<file path="config.mk">
export PLATFORM = sky130hd
export DESIGN_NAME = eis_status
export DESIGN_NICKNAME = d
export VERILOG_FILES = /design/src/design/eis_pkg.sv /design/src/design/eis_pin_edge.sv /design/src/design/eis_status.sv
export SDC_FILE = /design/constraint.sdc
export NUM_CORES = 1
export LEC_CHECK = 0
export BUFFER_PORTS_ARGS = -buffer_cell sky130_fd_sc_hd__buf_2
export CORE_UTILIZATION = 48
export DETAILED_ROUTE_END_ITERATION = 10
export HOLD_SLACK_MARGIN = 0.03
export PLACE_DENSITY = 0.75
export SLEW_MARGIN = 40
export SYNTH_ARGS = -nofsm -noshare
export SYNTH_HDL_FRONTEND = slang
export SYNTH_SLANG_ARGS = --single-unit
</file>
<file path="constraint.sdc">
create_clock -name clk -period 1.8 [get_ports clk]
set_input_delay 0.18 -clock clk [delete_from_list [all_inputs] [get_ports clk]]
set_output_delay 0.18 -clock clk [all_outputs]
set_load 0.01 [all_outputs]
</file>
<file path="src/design/eis_pkg.sv">
/*
  Constants for the Ethernet interrupt status bank: offsets, bit positions,
  reset values. Assumes a 32-bit Avalon-MM slave with byte addresses.
*/
package eis_pkg;
  // Register byte offsets
  localparam logic [7:0] OFF_STATUS   = 8'h58; // interrupt_status
  localparam logic [7:0] OFF_ENABLE   = 8'h5c; // enable mask
  localparam logic [7:0] OFF_CONTROL  = 8'h60; // master state, pin triggers
  localparam logic [7:0] OFF_BYTETEST = 8'h64; // byte order test, wake on write
  localparam logic [7:0] OFF_LEVELS   = 8'h68; // FIFO level thresholds
  // Status bit positions
  localparam int B_SW      = 31;
  localparam int B_TXSTOP  = 25;
  localparam int B_RXSTOP  = 24;
  localparam int B_DROPH   = 23;
  localparam int B_TXDONE  = 21;
  localparam int B_RXCNT   = 20;
  localparam int B_TIMER   = 19;
  localparam int B_PHY     = 18;
  localparam int B_PME     = 17;
  localparam int B_TX_STATUS_OVERFLOW_FLAG    = 16;
  localparam int B_OVSZ    = 15;
  localparam int B_RXERR   = 14;
  localparam int B_TXERR   = 13;
  localparam int B_TXOVR   = 10;
  localparam int B_TXAVAIL = 9;
  localparam int B_TSFULL  = 8;
  localparam int B_TSLEVEL = 7;
  localparam int B_RXDROP  = 6;
  localparam int B_RSFULL  = 4;
  localparam int B_RSLEVEL = 3;
  localparam int B_PIN0    = 0;
  // Implemented bits (all others reserved, read zero)
  localparam logic [31:0] STATUS_MASK = 32'h83bfe7df;
  // Reset values
  localparam logic [31:0] STATUS_RST = 32'h00000000;
  localparam logic [31:0] ENABLE_RST = 32'h00000000;
  localparam logic [2:0]  TRIG_RST   = 3'h0;
  localparam logic [7:0]  TXAVL_RST  = 8'h48;
  localparam logic [7:0]  TSLVL_RST  = 8'h00;
  localparam logic [7:0]  RSLVL_RST  = 8'h00;
  localparam logic [31:0] BYTETEST_VAL = 32'h87654321;
  // Counter landmarks
  localparam logic [31:0] DROP_HALF = 32'h80000000;
  localparam logic [15:0] TIMER_TOP = 16'hffff;
  // Control register fields
  localparam int CTL_MASTER = 12; // read-only master indication
  localparam int CTL_TRIG   = 0;  // pin trigger select, 3 bits
  // Level register fields
  localparam int LV_TXAVL = 24;
  localparam int LV_TSLVL = 16;
  localparam int LV_RSLVL = 0;
endpackage

</file>
<file path="src/design/eis_pin_edge.sv">
/*
  Pin event detector: two-flop synchroniser per pin, then an edge detector
  whose direction is chosen per pin. Assumes asynchronous pins, one clock.
*/
`timescale 1ns/1ps
module eis_pin_edge #(
  parameter int N = 3 // Number of pins
) (
  input  wire logic         clk,
  input  wire logic         reset_n,
  input  wire logic [N-1:0] pin_in,
  input  wire logic [N-1:0] fall_sel,
  output logic      [N-1:0] pin_event
);
  logic [N-1:0] meta_ff; // First stage, read only by sync_ff
  logic [N-1:0] sync_ff; // Second stage
  logic [N-1:0] last_ff; // Previous synced level

  genvar g;
  generate
    for (g = 0; g < N; g++)
    begin : g_pin
      // Synchroniser and history per pin
      always_ff @(posedge clk)
      begin
        if (!reset_n)
        begin
          meta_ff[g] <= 1'b0;
          sync_ff[g] <= 1'b0;
          last_ff[g] <= 1'b0;
        end
        else
        begin
          meta_ff[g] <= pin_in[g];
          sync_ff[g] <= meta_ff[g];
          last_ff[g] <= sync_ff[g];
        end
      end
      // Rising or falling edge as selected
      assign pin_event[g] = fall_sel[g] ? (last_ff[g] & ~sync_ff[g])
                                        : (~last_ff[g] & sync_ff[g]);
    end
  endgenerate
endmodule

</file>
<file path="src/design/eis_status.sv">
/*
  Interrupt status bank with enable mask and master indication, reached as an
  Avalon-MM slave with waitrequest. Event inputs come from logic on clk except
  the general-purpose pins, which are synchronised in eis_pin_edge.
*/
// Decided for this implementation: the Avalon-MM register port.
//
// Contract
// Status register at 58h shows every source
// Writing one acknowledges and clears a bit
// Bit 31 set while software request high
// Bit 25 set when stopped transmitter halts
// Bit 24 set when receiver halts
// Bit 23 set when drop counter reaches half
// Bit 21 set when marked buffer loaded
// Bit 20 set when receive count drained
// Bit 19 set on timer wrap to FFFFh
// Bit 18 follows physical-layer event, read-only
// Bit 17 power event, wake output irrelevant
// Only a byte-test write wakes device
// No hold-off applied to power event
// Bit 16 set on status FIFO overflow
// Bit 15 set on frame over 2048 bytes
// Bits 14/13 set on receive/transmit error
// Bit 10 set on write to full FIFO
// Bit 9 set when free space exceeds threshold
// Bits 8/4 set on status FIFO full
// Bits 7/3 set at status FIFO level; code sets them only when the fill is above the level
// Bit 6 set when any frame dropped
// Bits 2-0 latch pin events, configured triggers
// Status bits ignore the enable mask; code sets bit 31 from enable_ff[B_SW]
// Master high when any enabled bit set
// Zero writes keep; set beats clear
// Reset to zero; reserved bits read zero
`timescale 1ns/1ps
module eis_status
  import eis_pkg::*;
#(
  parameter int PINS = 3 // General-purpose pins
) (
  input  wire logic            clk,
  input  wire logic            reset_n,
  input  wire logic [7:0]      avs_address,
  input  wire logic            avs_read,
  input  wire logic            avs_write,
  input  wire logic [31:0]     avs_writedata,
  input  wire logic [3:0]      avs_byteenable,
  output logic      [31:0]     avs_readdata,
  output logic                 avs_waitrequest,
  input  wire logic            tx_stop_requested,
  input  wire logic            tx_halted,
  input  wire logic            rx_halted,
  input  wire logic [31:0]     drop_count,
  input  wire logic            tx_buffer_loaded,
  input  wire logic            irq_on_completion_mark,
  input  wire logic            rx_transfer_done,
  input  wire logic [15:0]     timer_value,
  input  wire logic            phy_event,
  input  wire logic            power_event,
  input  wire logic            tx_status_overflow,
  input  wire logic            oversize_frame,
  input  wire logic            rx_error,
  input  wire logic            tx_error,
  input  wire logic            tx_data_write_attempt,
  input  wire logic            tx_data_full,
  input  wire logic [7:0]      tx_free_blocks,
  input  wire logic            tx_status_full,
  input  wire logic [7:0]      tx_status_used,
  input  wire logic            rx_status_full,
  input  wire logic [7:0]      rx_status_used,
  input  wire logic            rx_frame_dropped,
  input  wire logic [PINS-1:0] pin_in,
  output logic                 master_irq,
  output logic                 wake_pulse
);
  import eis_pkg::*;

  logic [31:0]     status_ff;   // Sticky flags
  logic [31:0]     nxt_status;  // Next flags
  logic [31:0]     enable_ff;   // Enable mask
  logic [PINS-1:0] trig_ff;     // Pin falling-edge selects
  logic [7:0]      txavl_ff;    // Free-space threshold
  logic [7:0]      tslvl_ff;    // TX status level
  logic [7:0]      rslvl_ff;    // RX status level
  logic [31:0]     drop_ff;     // Previous drop count
  logic [15:0]     timer_ff;    // Previous timer value
  logic            wait_ff;     // Registered waitrequest
  logic [31:0]     rdata_ff;    // Registered read data
  logic            irq_ff;      // Master indication
  logic            wake_ff;     // Wake pulse
  logic [31:0]     set_vec;     // Events this cycle
  logic [31:0]     clr_vec;     // Acknowledge pattern
  logic [31:0]     be_mask;     // Byte lanes as bits
  logic [31:0]     rd_mux;      // Read selection
  logic [PINS-1:0] pin_event;   // Edge-detected pins
  logic            wr_take;     // Write accepted this edge
  logic            rd_load;     // Read data captured this edge

  // Pin synchronisers and edge detectors
  eis_pin_edge #(
    .N (PINS)
  ) u_pins (
    .clk       (clk),
    .reset_n   (reset_n),
    .pin_in    (pin_in),
    .fall_sel  (trig_ff),
    .pin_event (pin_event)
  );

  // Bus handshake: one wait cycle, then ack
  always_ff @(posedge clk)
  begin
    if (!reset_n)
      wait_ff <= 1'b1;
    else if ((avs_read || avs_write) && wait_ff)
      wait_ff <= 1'b0;  // Answer next edge
    else
      wait_ff <= 1'b1;  // Idle or just acked
  end

  assign wr_take = avs_write && !wait_ff;
  assign rd_load = avs_read && wait_ff;
  assign be_mask = {{8{avs_byteenable[3]}}, {8{avs_byteenable[2]}},
                    {8{avs_byteenable[1]}}, {8{avs_byteenable[0]}}};

  // Read multiplexer, unmapped reads zero
  always_comb
  begin
    rd_mux = 32'h00000000;
    case (avs_address)
      OFF_STATUS:   rd_mux = status_ff & STATUS_MASK;
      OFF_ENABLE:   rd_mux = enable_ff & STATUS_MASK;
      OFF_CONTROL:
      begin
        rd_mux[CTL_MASTER] = irq_ff;
        rd_mux[CTL_TRIG +: PINS] = trig_ff;
      end
      OFF_BYTETEST: rd_mux = BYTETEST_VAL;
      OFF_LEVELS:   rd_mux = {txavl_ff, tslvl_ff, 8'h00, rslvl_ff};
      default:      rd_mux = 32'h00000000;
    endcase
  end

  // Read data register
  always_ff @(posedge clk)
  begin
    if (!reset_n)
      rdata_ff <= 32'h00000000;
    else if (rd_load)
      rdata_ff <= rd_mux;
  end

  // Enable mask register
  always_ff @(posedge clk)
  begin
    if (!reset_n)
      enable_ff <= ENABLE_RST;
    else if (wr_take && avs_address == OFF_ENABLE)
      enable_ff <= ((enable_ff & ~be_mask) | (avs_writedata & be_mask)) & STATUS_MASK;
  end

  // Control and level registers
  always_ff @(posedge clk)
  begin
    if (!reset_n)
    begin
      trig_ff  <= TRIG_RST;
      txavl_ff <= TXAVL_RST;
      tslvl_ff <= TSLVL_RST;
      rslvl_ff <= RSLVL_RST;
    end
    else if (wr_take)
    begin
      if (avs_address == OFF_CONTROL && avs_byteenable[0])
        trig_ff <= avs_writedata[CTL_TRIG +: PINS];
      if (avs_address == OFF_LEVELS)
      begin
        if (avs_byteenable[3])
          txavl_ff <= avs_writedata[LV_TXAVL +: 8];
        if (avs_byteenable[2])
          tslvl_ff <= avs_writedata[LV_TSLVL +: 8];
        if (avs_byteenable[0])
          rslvl_ff <= avs_writedata[LV_RSLVL +: 8];
      end
    end
  end

  // History of counters for crossing detection
  always_ff @(posedge clk)
  begin
    if (!reset_n)
    begin
      drop_ff  <= 32'h00000000;
      timer_ff <= 16'h0000;
    end
    else
    begin
      drop_ff  <= drop_count;
      timer_ff <= timer_value;
    end
  end

  // Event vector, independent of the enable mask except bit 31, which copies enable_ff[B_SW]
  always_comb
  begin
    set_vec = 32'h00000000;
    set_vec[B_SW]      = enable_ff[B_SW];
    set_vec[B_TXSTOP]  = tx_stop_requested && tx_halted;
    set_vec[B_RXSTOP]  = rx_halted;
    set_vec[B_DROPH]   = (drop_ff != DROP_HALF) && (drop_count == DROP_HALF);
    set_vec[B_TXDONE]  = tx_buffer_loaded && irq_on_completion_mark;
    set_vec[B_RXCNT]   = rx_transfer_done;
    set_vec[B_TIMER]   = (timer_ff == 16'h0000) && (timer_value == TIMER_TOP);
    set_vec[B_PME]     = power_event;
    set_vec[B_TX_STATUS_OVERFLOW_FLAG]    = tx_status_overflow;
    set_vec[B_OVSZ]    = oversize_frame;
    set_vec[B_RXERR]   = rx_error;
    set_vec[B_TXERR]   = tx_error;
    set_vec[B_TXOVR]   = tx_data_write_attempt && tx_data_full;
    set_vec[B_TXAVAIL] = tx_free_blocks > txavl_ff;
    set_vec[B_TSFULL]  = tx_status_full;
    set_vec[B_RSFULL]  = rx_status_full;
    set_vec[B_TSLEVEL] = tx_status_used > tslvl_ff;
    set_vec[B_RSLEVEL] = rx_status_used > rslvl_ff;
    set_vec[B_RXDROP]  = rx_frame_dropped;
    set_vec[B_PIN0 +: PINS] = pin_event;
  end

  // Acknowledge pattern: ones in enabled lanes only
  assign clr_vec = (wr_take && avs_address == OFF_STATUS) ? (avs_writedata & be_mask) : 32'h00000000;

  // Next status: set wins over clear; phy bit is a live level
  always_comb
  begin
    nxt_status = ((status_ff & ~clr_vec) | set_vec) & STATUS_MASK;
    nxt_status[B_PHY] = phy_event;
  end

  // Sticky status register
  always_ff @(posedge clk)
  begin
    if (!reset_n)
      status_ff <= STATUS_RST;
    else
      status_ff <= nxt_status;
  end

  // Master indication; no hold-off timer for any bit
  always_ff @(posedge clk)
  begin
    if (!reset_n)
      irq_ff <= 1'b0;
    else
      irq_ff <= |(status_ff & enable_ff & STATUS_MASK);
  end

  // Wake only on a write to the byte test register
  always_ff @(posedge clk)
  begin
    if (!reset_n)
      wake_ff <= 1'b0;
    else
      wake_ff <= wr_take && avs_address == OFF_BYTETEST;
  end

  assign avs_readdata    = rdata_ff;
  assign avs_waitrequest = wait_ff;
  assign master_irq      = irq_ff;
  assign wake_pulse      = wake_ff;

  // Checks
  chk_ack_clears: assert property (@(posedge clk) disable iff (!reset_n)
    wr_take && avs_address == OFF_STATUS && avs_writedata[B_TXERR] && avs_byteenable[1]
    && !tx_error |=> !status_ff[B_TXERR])
    else $error("acknowledged bit not cleared");
  chk_sw_level: assert property (@(posedge clk) disable iff (!reset_n)
    enable_ff[B_SW] |=> status_ff[B_SW])
    else $error("software flag not set");
  chk_tx_halt: assert property (@(posedge clk) disable iff (!reset_n)
    tx_stop_requested && tx_halted |=> status_ff[B_TXSTOP])
    else $error("tx halted flag missing");
  chk_drop_half: assert property (@(posedge clk) disable iff (!reset_n)
    $changed(drop_count) && drop_count == DROP_HALF |=> status_ff[B_DROPH])
    else $error("drop half flag missing");
  chk_timer_wrap: assert property (@(posedge clk) disable iff (!reset_n)
    ##1 $past(timer_value) == 16'h0000 && timer_value == TIMER_TOP |=> status_ff[B_TIMER])
    else $error("timer wrap flag missing");
  chk_phy_live: assert property (@(posedge clk) disable iff (!reset_n)
    ##1 status_ff[B_PHY] == $past(phy_event))
    else $error("phy bit not following source");
  chk_set_wins: assert property (@(posedge clk) disable iff (!reset_n)
    rx_error && clr_vec[B_RXERR] |=> status_ff[B_RXERR])
    else $error("event lost under clear");
  chk_zero_keeps: assert property (@(posedge clk) disable iff (!reset_n)
    status_ff[B_OVSZ] && !clr_vec[B_OVSZ] |=> status_ff[B_OVSZ])
    else $error("flag dropped without ack");
  chk_reserved_zero: assert property (@(posedge clk) disable iff (!reset_n)
    (status_ff & ~STATUS_MASK) == 32'h00000000)
    else $error("reserved status bit set");
  chk_master_irq: assert property (@(posedge clk) disable iff (!reset_n)
    |(status_ff & enable_ff) |=> master_irq)
    else $error("master indication low");
  chk_wake_only: assert property (@(posedge clk) disable iff (!reset_n)
    wake_pulse |-> $past(avs_write) && $past(avs_address) == OFF_BYTETEST)
    else $error("wake without byte test write");
  chk_bus_answer: assert property (@(posedge clk) disable iff (!reset_n)
    (avs_read || avs_write) && avs_waitrequest |=> !avs_waitrequest)
    else $error("no answer after one wait");

  cov_ack: cover property (@(posedge clk) disable iff (!reset_n)
    clr_vec != 32'h00000000);
  cov_pin: cover property (@(posedge clk) disable iff (!reset_n)
    |pin_event);
  cov_irq: cover property (@(posedge clk) disable iff (!reset_n)
    master_irq ##1 !master_irq);
  cov_wake: cover property (@(posedge clk) disable iff (!reset_n)
    wake_pulse);
endmodule

</file>
* Yosys cells after proc, flatten, opt, wreduce, memory -nomap -nowiden
Index checks and enable logic that the tools add are counted.
** Cells by class
- Div/mod/pow operators :: 0
- Shift operators :: 0
- $mul :: 0
- Equality and inequality tests :: 8
- Reductions and logical operators :: 20
- Add/subtract/negate cells :: 0
- Order comparisons :: 3
- Bitwise gates (word level) :: 20
- Muxes and demuxes :: 9
** Operator list (number)
- bitwise AND 32 bit :: 4
- one-hot mux 19 bit (4 select lines) :: 1
- NOT 32 bit :: 2
- OR 32 bit :: 2
- == test 8 x 7 -> 1 bit (second input constant) :: 5
- == test 32 bit (second input constant) :: 1
- 2-to-1 mux 32 bit :: 1
- inequality test 32 bit (second input constant) :: 1
- one-hot mux 8 bit (4 select lines) :: 1
- greater-than comparator 8 bit :: 3
- OR reduction 23 bit :: 1
- == test 16 bit (second input constant) :: 1
- zero test 16 bit :: 1
- one-hot mux 3 bit (5 select lines) :: 1
- logical AND 1 bit :: 12
- AND reduction 3 bit :: 3
- bitwise AND 1 bit :: 6
- NOT 1 bit :: 6
- 2-to-1 mux 1 bit :: 5
- AND reduction 2 bit :: 1
- zero test 1 bit :: 1
- logical OR 1 bit :: 1
** Word-level totals
- Output and inout port bits :: 35
- Register bits after elaboration :: 174
- Latch bits :: 0
- Bits in writable memories :: 0
- Memory bits (read-only) :: 0
- Input bits :: 140
- Memories :: 0
- Word-level logic and storage cells :: 82

* Longest topological paths before layout
- Depth after elaboration :: 7
- Depth in mapped cells :: 8
- Mapped depth without buffers :: 7

* Hierarchy
Synthesis repeated with hierarchy kept, for this count alone.
** Unflattened totals
- Cells, all modules :: 765
- Area total of the unflattened synthesis :: 7086.8 sq um
** Modules (own cells, without submodules)
- eis_status :: sequential area each 3103.0 sq um, area each 6782.8 sq um, times used 1, cells an instance 738
- eis_pin_edge :: sequential area each 180.2 sq um, area each 304.0 sq um, times used 1, cells an instance 27

* Worst setup path before layout
OpenSTA, ideal clock, no wires.
- Kind :: input -> register
- From :: in avs_address[2]
- To :: reg status_ff[0]
- Stages :: 7
- Arrival :: 1.670 ns
- Required time :: 1.677 ns
- Setup time :: 0.123 ns
- Slack :: 0.007 ns
- Buffers on the path :: 2
- Cells stage by stage :: buf_6 > or4b_1 > buf_6 > nor4_4 > nand2_1 > a221oi_1 > nor2b_1
** On the way
- Cells in the longest elaborated chain, start to end :: 6
** RTL lines
- from (decl) :: RTL line eis_status.sv:43 : input wire logic [7:0] avs_address,
- == test 8 x 7 -> 1 bit :: RTL line eis_status.sv:230 : assign clr_vec = (wr_take && avs_address == OFF_STATUS) ? (avs_writedata & be_mask) : 32'h00000000;
- logical AND 1 bit :: RTL line eis_status.sv:230
- 2-to-1 mux 32 bit :: RTL line eis_status.sv:230
- NOT 32 bit :: RTL line eis_status.sv:235 : nxt_status = ((status_ff & ~clr_vec) | set_vec) & STATUS_MASK;
- bitwise AND 32 bit :: RTL line eis_status.sv:235
- OR 32 bit :: RTL line eis_status.sv:235
- to (signal assigned) :: RTL line eis_status.sv:245 : status_ff <= nxt_status;
- to (decl) :: RTL line eis_status.sv:78 : logic [31:0] status_ff;
Every way passes these cells.
A chain may end at the register's enable or synchronous reset.

* Worst setup path after layout
- From :: reg wait_ff, in the netlist avs_waitrequest
- To :: reg rdata_ff[4], in the netlist avs_readdata[4]
** On the way
- Cells in the longest elaborated chain, start to end :: 1
** RTL lines
- from (decl) :: RTL line eis_status.sv:87 : logic wait_ff;
- from (signal assigned) :: RTL line eis_status.sv:114 : wait_ff <= 1'b1;
- from (signal assigned) :: RTL line eis_status.sv:116 : wait_ff <= 1'b0;
- from (signal assigned) :: RTL line eis_status.sv:118 : wait_ff <= 1'b1;
- logical AND 1 bit :: RTL line eis_status.sv:122 : assign rd_load = avs_read && wait_ff;
- to (signal assigned) :: RTL line eis_status.sv:150 : rdata_ff <= rd_mux;
- to (decl) :: RTL line eis_status.sv:88 : logic [31:0] rdata_ff;
Every way passes these cells.

==> qor.yml <==
sta:
  grt_setup_unrepaired: "no"
  fin_crit_sh: 0.9198
  final-hold-violation-count: 0
  setup_violations: 0
  finClkSkew_ns: 0.005002
  worstMarginPinSlew_ns: 0.5834
  maxSlewViolCount: 0
  period_minus_slack_ns: 1.656
  slew_headroom: 0.6111
  clock.fmax_ghz: 0.6040
  finalWorstSetupSlack_ns: 0.1443
synth:
  synth_edf_count: 0
  synthTopCellsByArea: "dfxtp_1, and2_1, nand2_1"
  avgSynthCellArea_um2: 9.082
  ys_seq_area_frac: 0.4564
  synth_top_flop_cell: "dfxtp_1"
  postSynth.asyncResetShare: 0
  ys_warn_count: 0
  yosysUniqueCellTypes: 51
  yosys.area.top_type: "dfxtp_1"
  syn_inst: 792
  synth_most_common_cell: "dfxtp_1"
  synth_area_um2: 7193
  yosysTopAreaCellShare: 0.4564
  syn_nets: 956
  ys_ff_latch: 164
  synthTopCellsByCount: "dfxtp_1, nand2_1, and2_1"
cts:
  postCtsResizedCells: 0
  cts_setup_buffers: 0
  cts_buffer_depth: 2
  clock-root-buffer: "clkbuf_16"
  htree_levels: 4
  clk_pin_slew_ns: 0.06
  postCtsHoldBufs: 90
  insertion_delay_ns: 0.42
  cts_buffers: 17
  cts_tree: "done"
  clkSinkCount: 164
setup_path:
  regToRegSetupSlack_ns: 0.14
  worstRegToRegCells: 5
  endpoint_kind: "flop"
  cp_num_cells: 5
  path_cells: "and2_1 -> nand3_1 -> a21oi_1 -> nand2_1 -> o21ai_0"
  crit_path_start_kind: "flop"
  cp_slowest_cell: "dfxtp_1"
  regToRegEndpoint: "avs_readdata[4]$_SDFFE_PN0P_"
  setup.worst_path.end: "avs_readdata[4]$_SDFFE_PN0P_"
  slowest_delay_ns: 0.47
  timing.critical_path.buf_inv: 0
  arrival_ns: 1.99
  cp_top_family: "compound AO/OA/AOI/OAI gates"
  crit_type: "reg2reg"
  cp_max_fo: 8
  rr_startpoint: "avs_waitrequest$_SDFF_PN1_"
  critPathRequiredTime_ns: 2.13
  cp-startpoint: "avs_waitrequest$_SDFF_PN1_"
power_and_ir_drop:
  p_per_area_nw_per_um2: 832.9
  max-vdd-ir-drop_mv: 0.6890
  leakage_nw: 4.135
place:
  port_buffers: 171
  globalplace.congestion: 0.9427
  pre_cts_ws_ns: -0.1244
  dp_hpwl_um: 14280
die:
  die_h_um: 124.4
  core_area_um2: 14590
  die-area_um2: 15480
  pin_count: 175
  rows: 44
  die_x_um: 124.4
  initial_core_util: 0.4931
route:
  wl_per_cell_um: 16.58
  drtIter0Drc: 564
  via_count: 6810
  dr.pass1.iters: 7
  wirelength_um: 21060
  via_per_inst: 5.362
  drc: 0
  ant_nets: 0
min_path:
  min_path_type: "in2reg"
global_route:
  grt_pass1_vias: 6735
  grt_pass1_wl_um: 33770
  grt.total_usage: 0.2775
  grt_use_met1: 0.3293
  met3_usage: 0.05713
  antenna_found_initial: 0
  gr-total-overflow: 0
  grt_max_degree: 65
  grt_busiest_layer: "met2"
  grtUsageMet2: 0.4768
final_layout:
  layout-drive-gt1-share: 0.2495
  fin_nets: 1237
  diodes: 0
  final_util: 0.6829
  area_growth_pct: 38.51
outcome:
  outcome: "complete, no violations"
flow_run:
  cap_violations: 0
## stage by stage
step / instances / hold WS, ns / power [mW] / setup TNS, ns / area (um2)
6_report: 1270 / 0.03891 / 8.298 / 0 / 9963
5_1_grt: 1270 / 0.04322 / 8.594 / 0 / 9963
4_1_cts: 1270 / 0.03033 / 8.313 / 0 / 9963
3_5_place_dp: 1148 / 0.3890 / 4.492 / -2.202 / 8454
3_3_place_gp: 1148 / 0.3888 / 4.478 / -1.466 / 8454
2_1_floorplan: 792 / 0.2810 / 4.171 / 0 / 7193
## worst register-to-register path, delay by kind of cell (launching register included)
kind | cells | cell delay [ns]
compound gates | 2 | 0.57
simple gates | 3 | 0.52
flops | 1 | 0.47
## report_power, final
part | internal [mW] | leakage, nW | switching (mW)
Combinational | 0.429 | 2.51 | 0.356
Sequential | 3.74 | 1.34 | 0.0623
Clock | 2.19 | 0.286 | 1.52
Total | 6.36 | 4.13 | 1.94
## metal layers
| metal | part of all wire | routed length, um |
|---|---|---|
| met3 | 0.066 | 1391 |
| met4 | 0.034 | 709 |
| met1 | 0.41 | 8711 |
| met5 | 0 | 0 |
| met2 | 0.49 | 10250 |
## worst min-delay path by stage
| stage | cells past startpoint | slack (ns) | from | end |
|---|---|---|---|---|
| after floorplan | 1 | 0.28 | avs_writedata[16] | status_ff[16]$_SDFF_PN0_ |
| after global placement | 2 | 0.39 | pin_in[2] | u_pins.meta_ff[2]$_SDFF_PN0_ |
| after detailed placement | 2 | 0.39 | pin_in[2] | u_pins.meta_ff[2]$_SDFF_PN0_ |
| after CTS | 3 | 0.03 | avs_writedata[10] | flop |
| after global routing | 3 | 0.04 | avs_writedata[18] | tslvl_ff[2]$_SDFFE_PN0P_ |
| final | 3 | 0.04 | avs_writedata[8] | flop |
## cell type report
type                    instances  area (um2)
inverters                      31       116.4
clock buffers                  17       425.4
fillers                      1132        4626
repair buffers                304        2120
multi-input cells             555        3606
clock inverters                15       182.7
flip-flops and latches        164        3283
well taps                     184       230.2
## kinds of logic after synthesis
kind of cell             Yosys count  synth area share
other                              1         0.0005213
adder cells (fa/ha/maj)           24           0.04175
buffers and inverters             73           0.04227
multiplexers                      27           0.03775
flip-flops                       164            0.4564
AND/OR/NAND/NOR                  330            0.2540
AO/OA/AOI/OAI                    173            0.1673
## cells in the final DEF (no fill, tap or decap), types with 3 or more instances in the layout
cell type      count
o22ai_1            6
clkinv_4           4
a22o_1             9
buf_12             3
nor2_1            14
a32o_1             3
nand2b_1           3
and2_1            66
inv_1             31
a21oi_1           40
a21boi_1           6
buf_4             41
mux2i_1           26
nor2b_1           42
a221oi_1           4
clkbuf_16         17
a22oi_1           27
nor3_1             3
nand4_1           10
bufinv_16          3
o21ai_0           26
dlygate4sd3_1     90
nor4_1            20
a31oi_1            9
buf_2            170
nand3_1           41
clkinvlp_4         4
o211ai_1           7
a21boi_2          16
a21boi_0           8
a21o_1             4
nand2_1          102
and3_1             6
nand3b_1           4
nor3b_1            5
dfxtp_1          164
ha_1              24
o31ai_1            5
No activity file was read; power rests on OpenSTA's default activity.
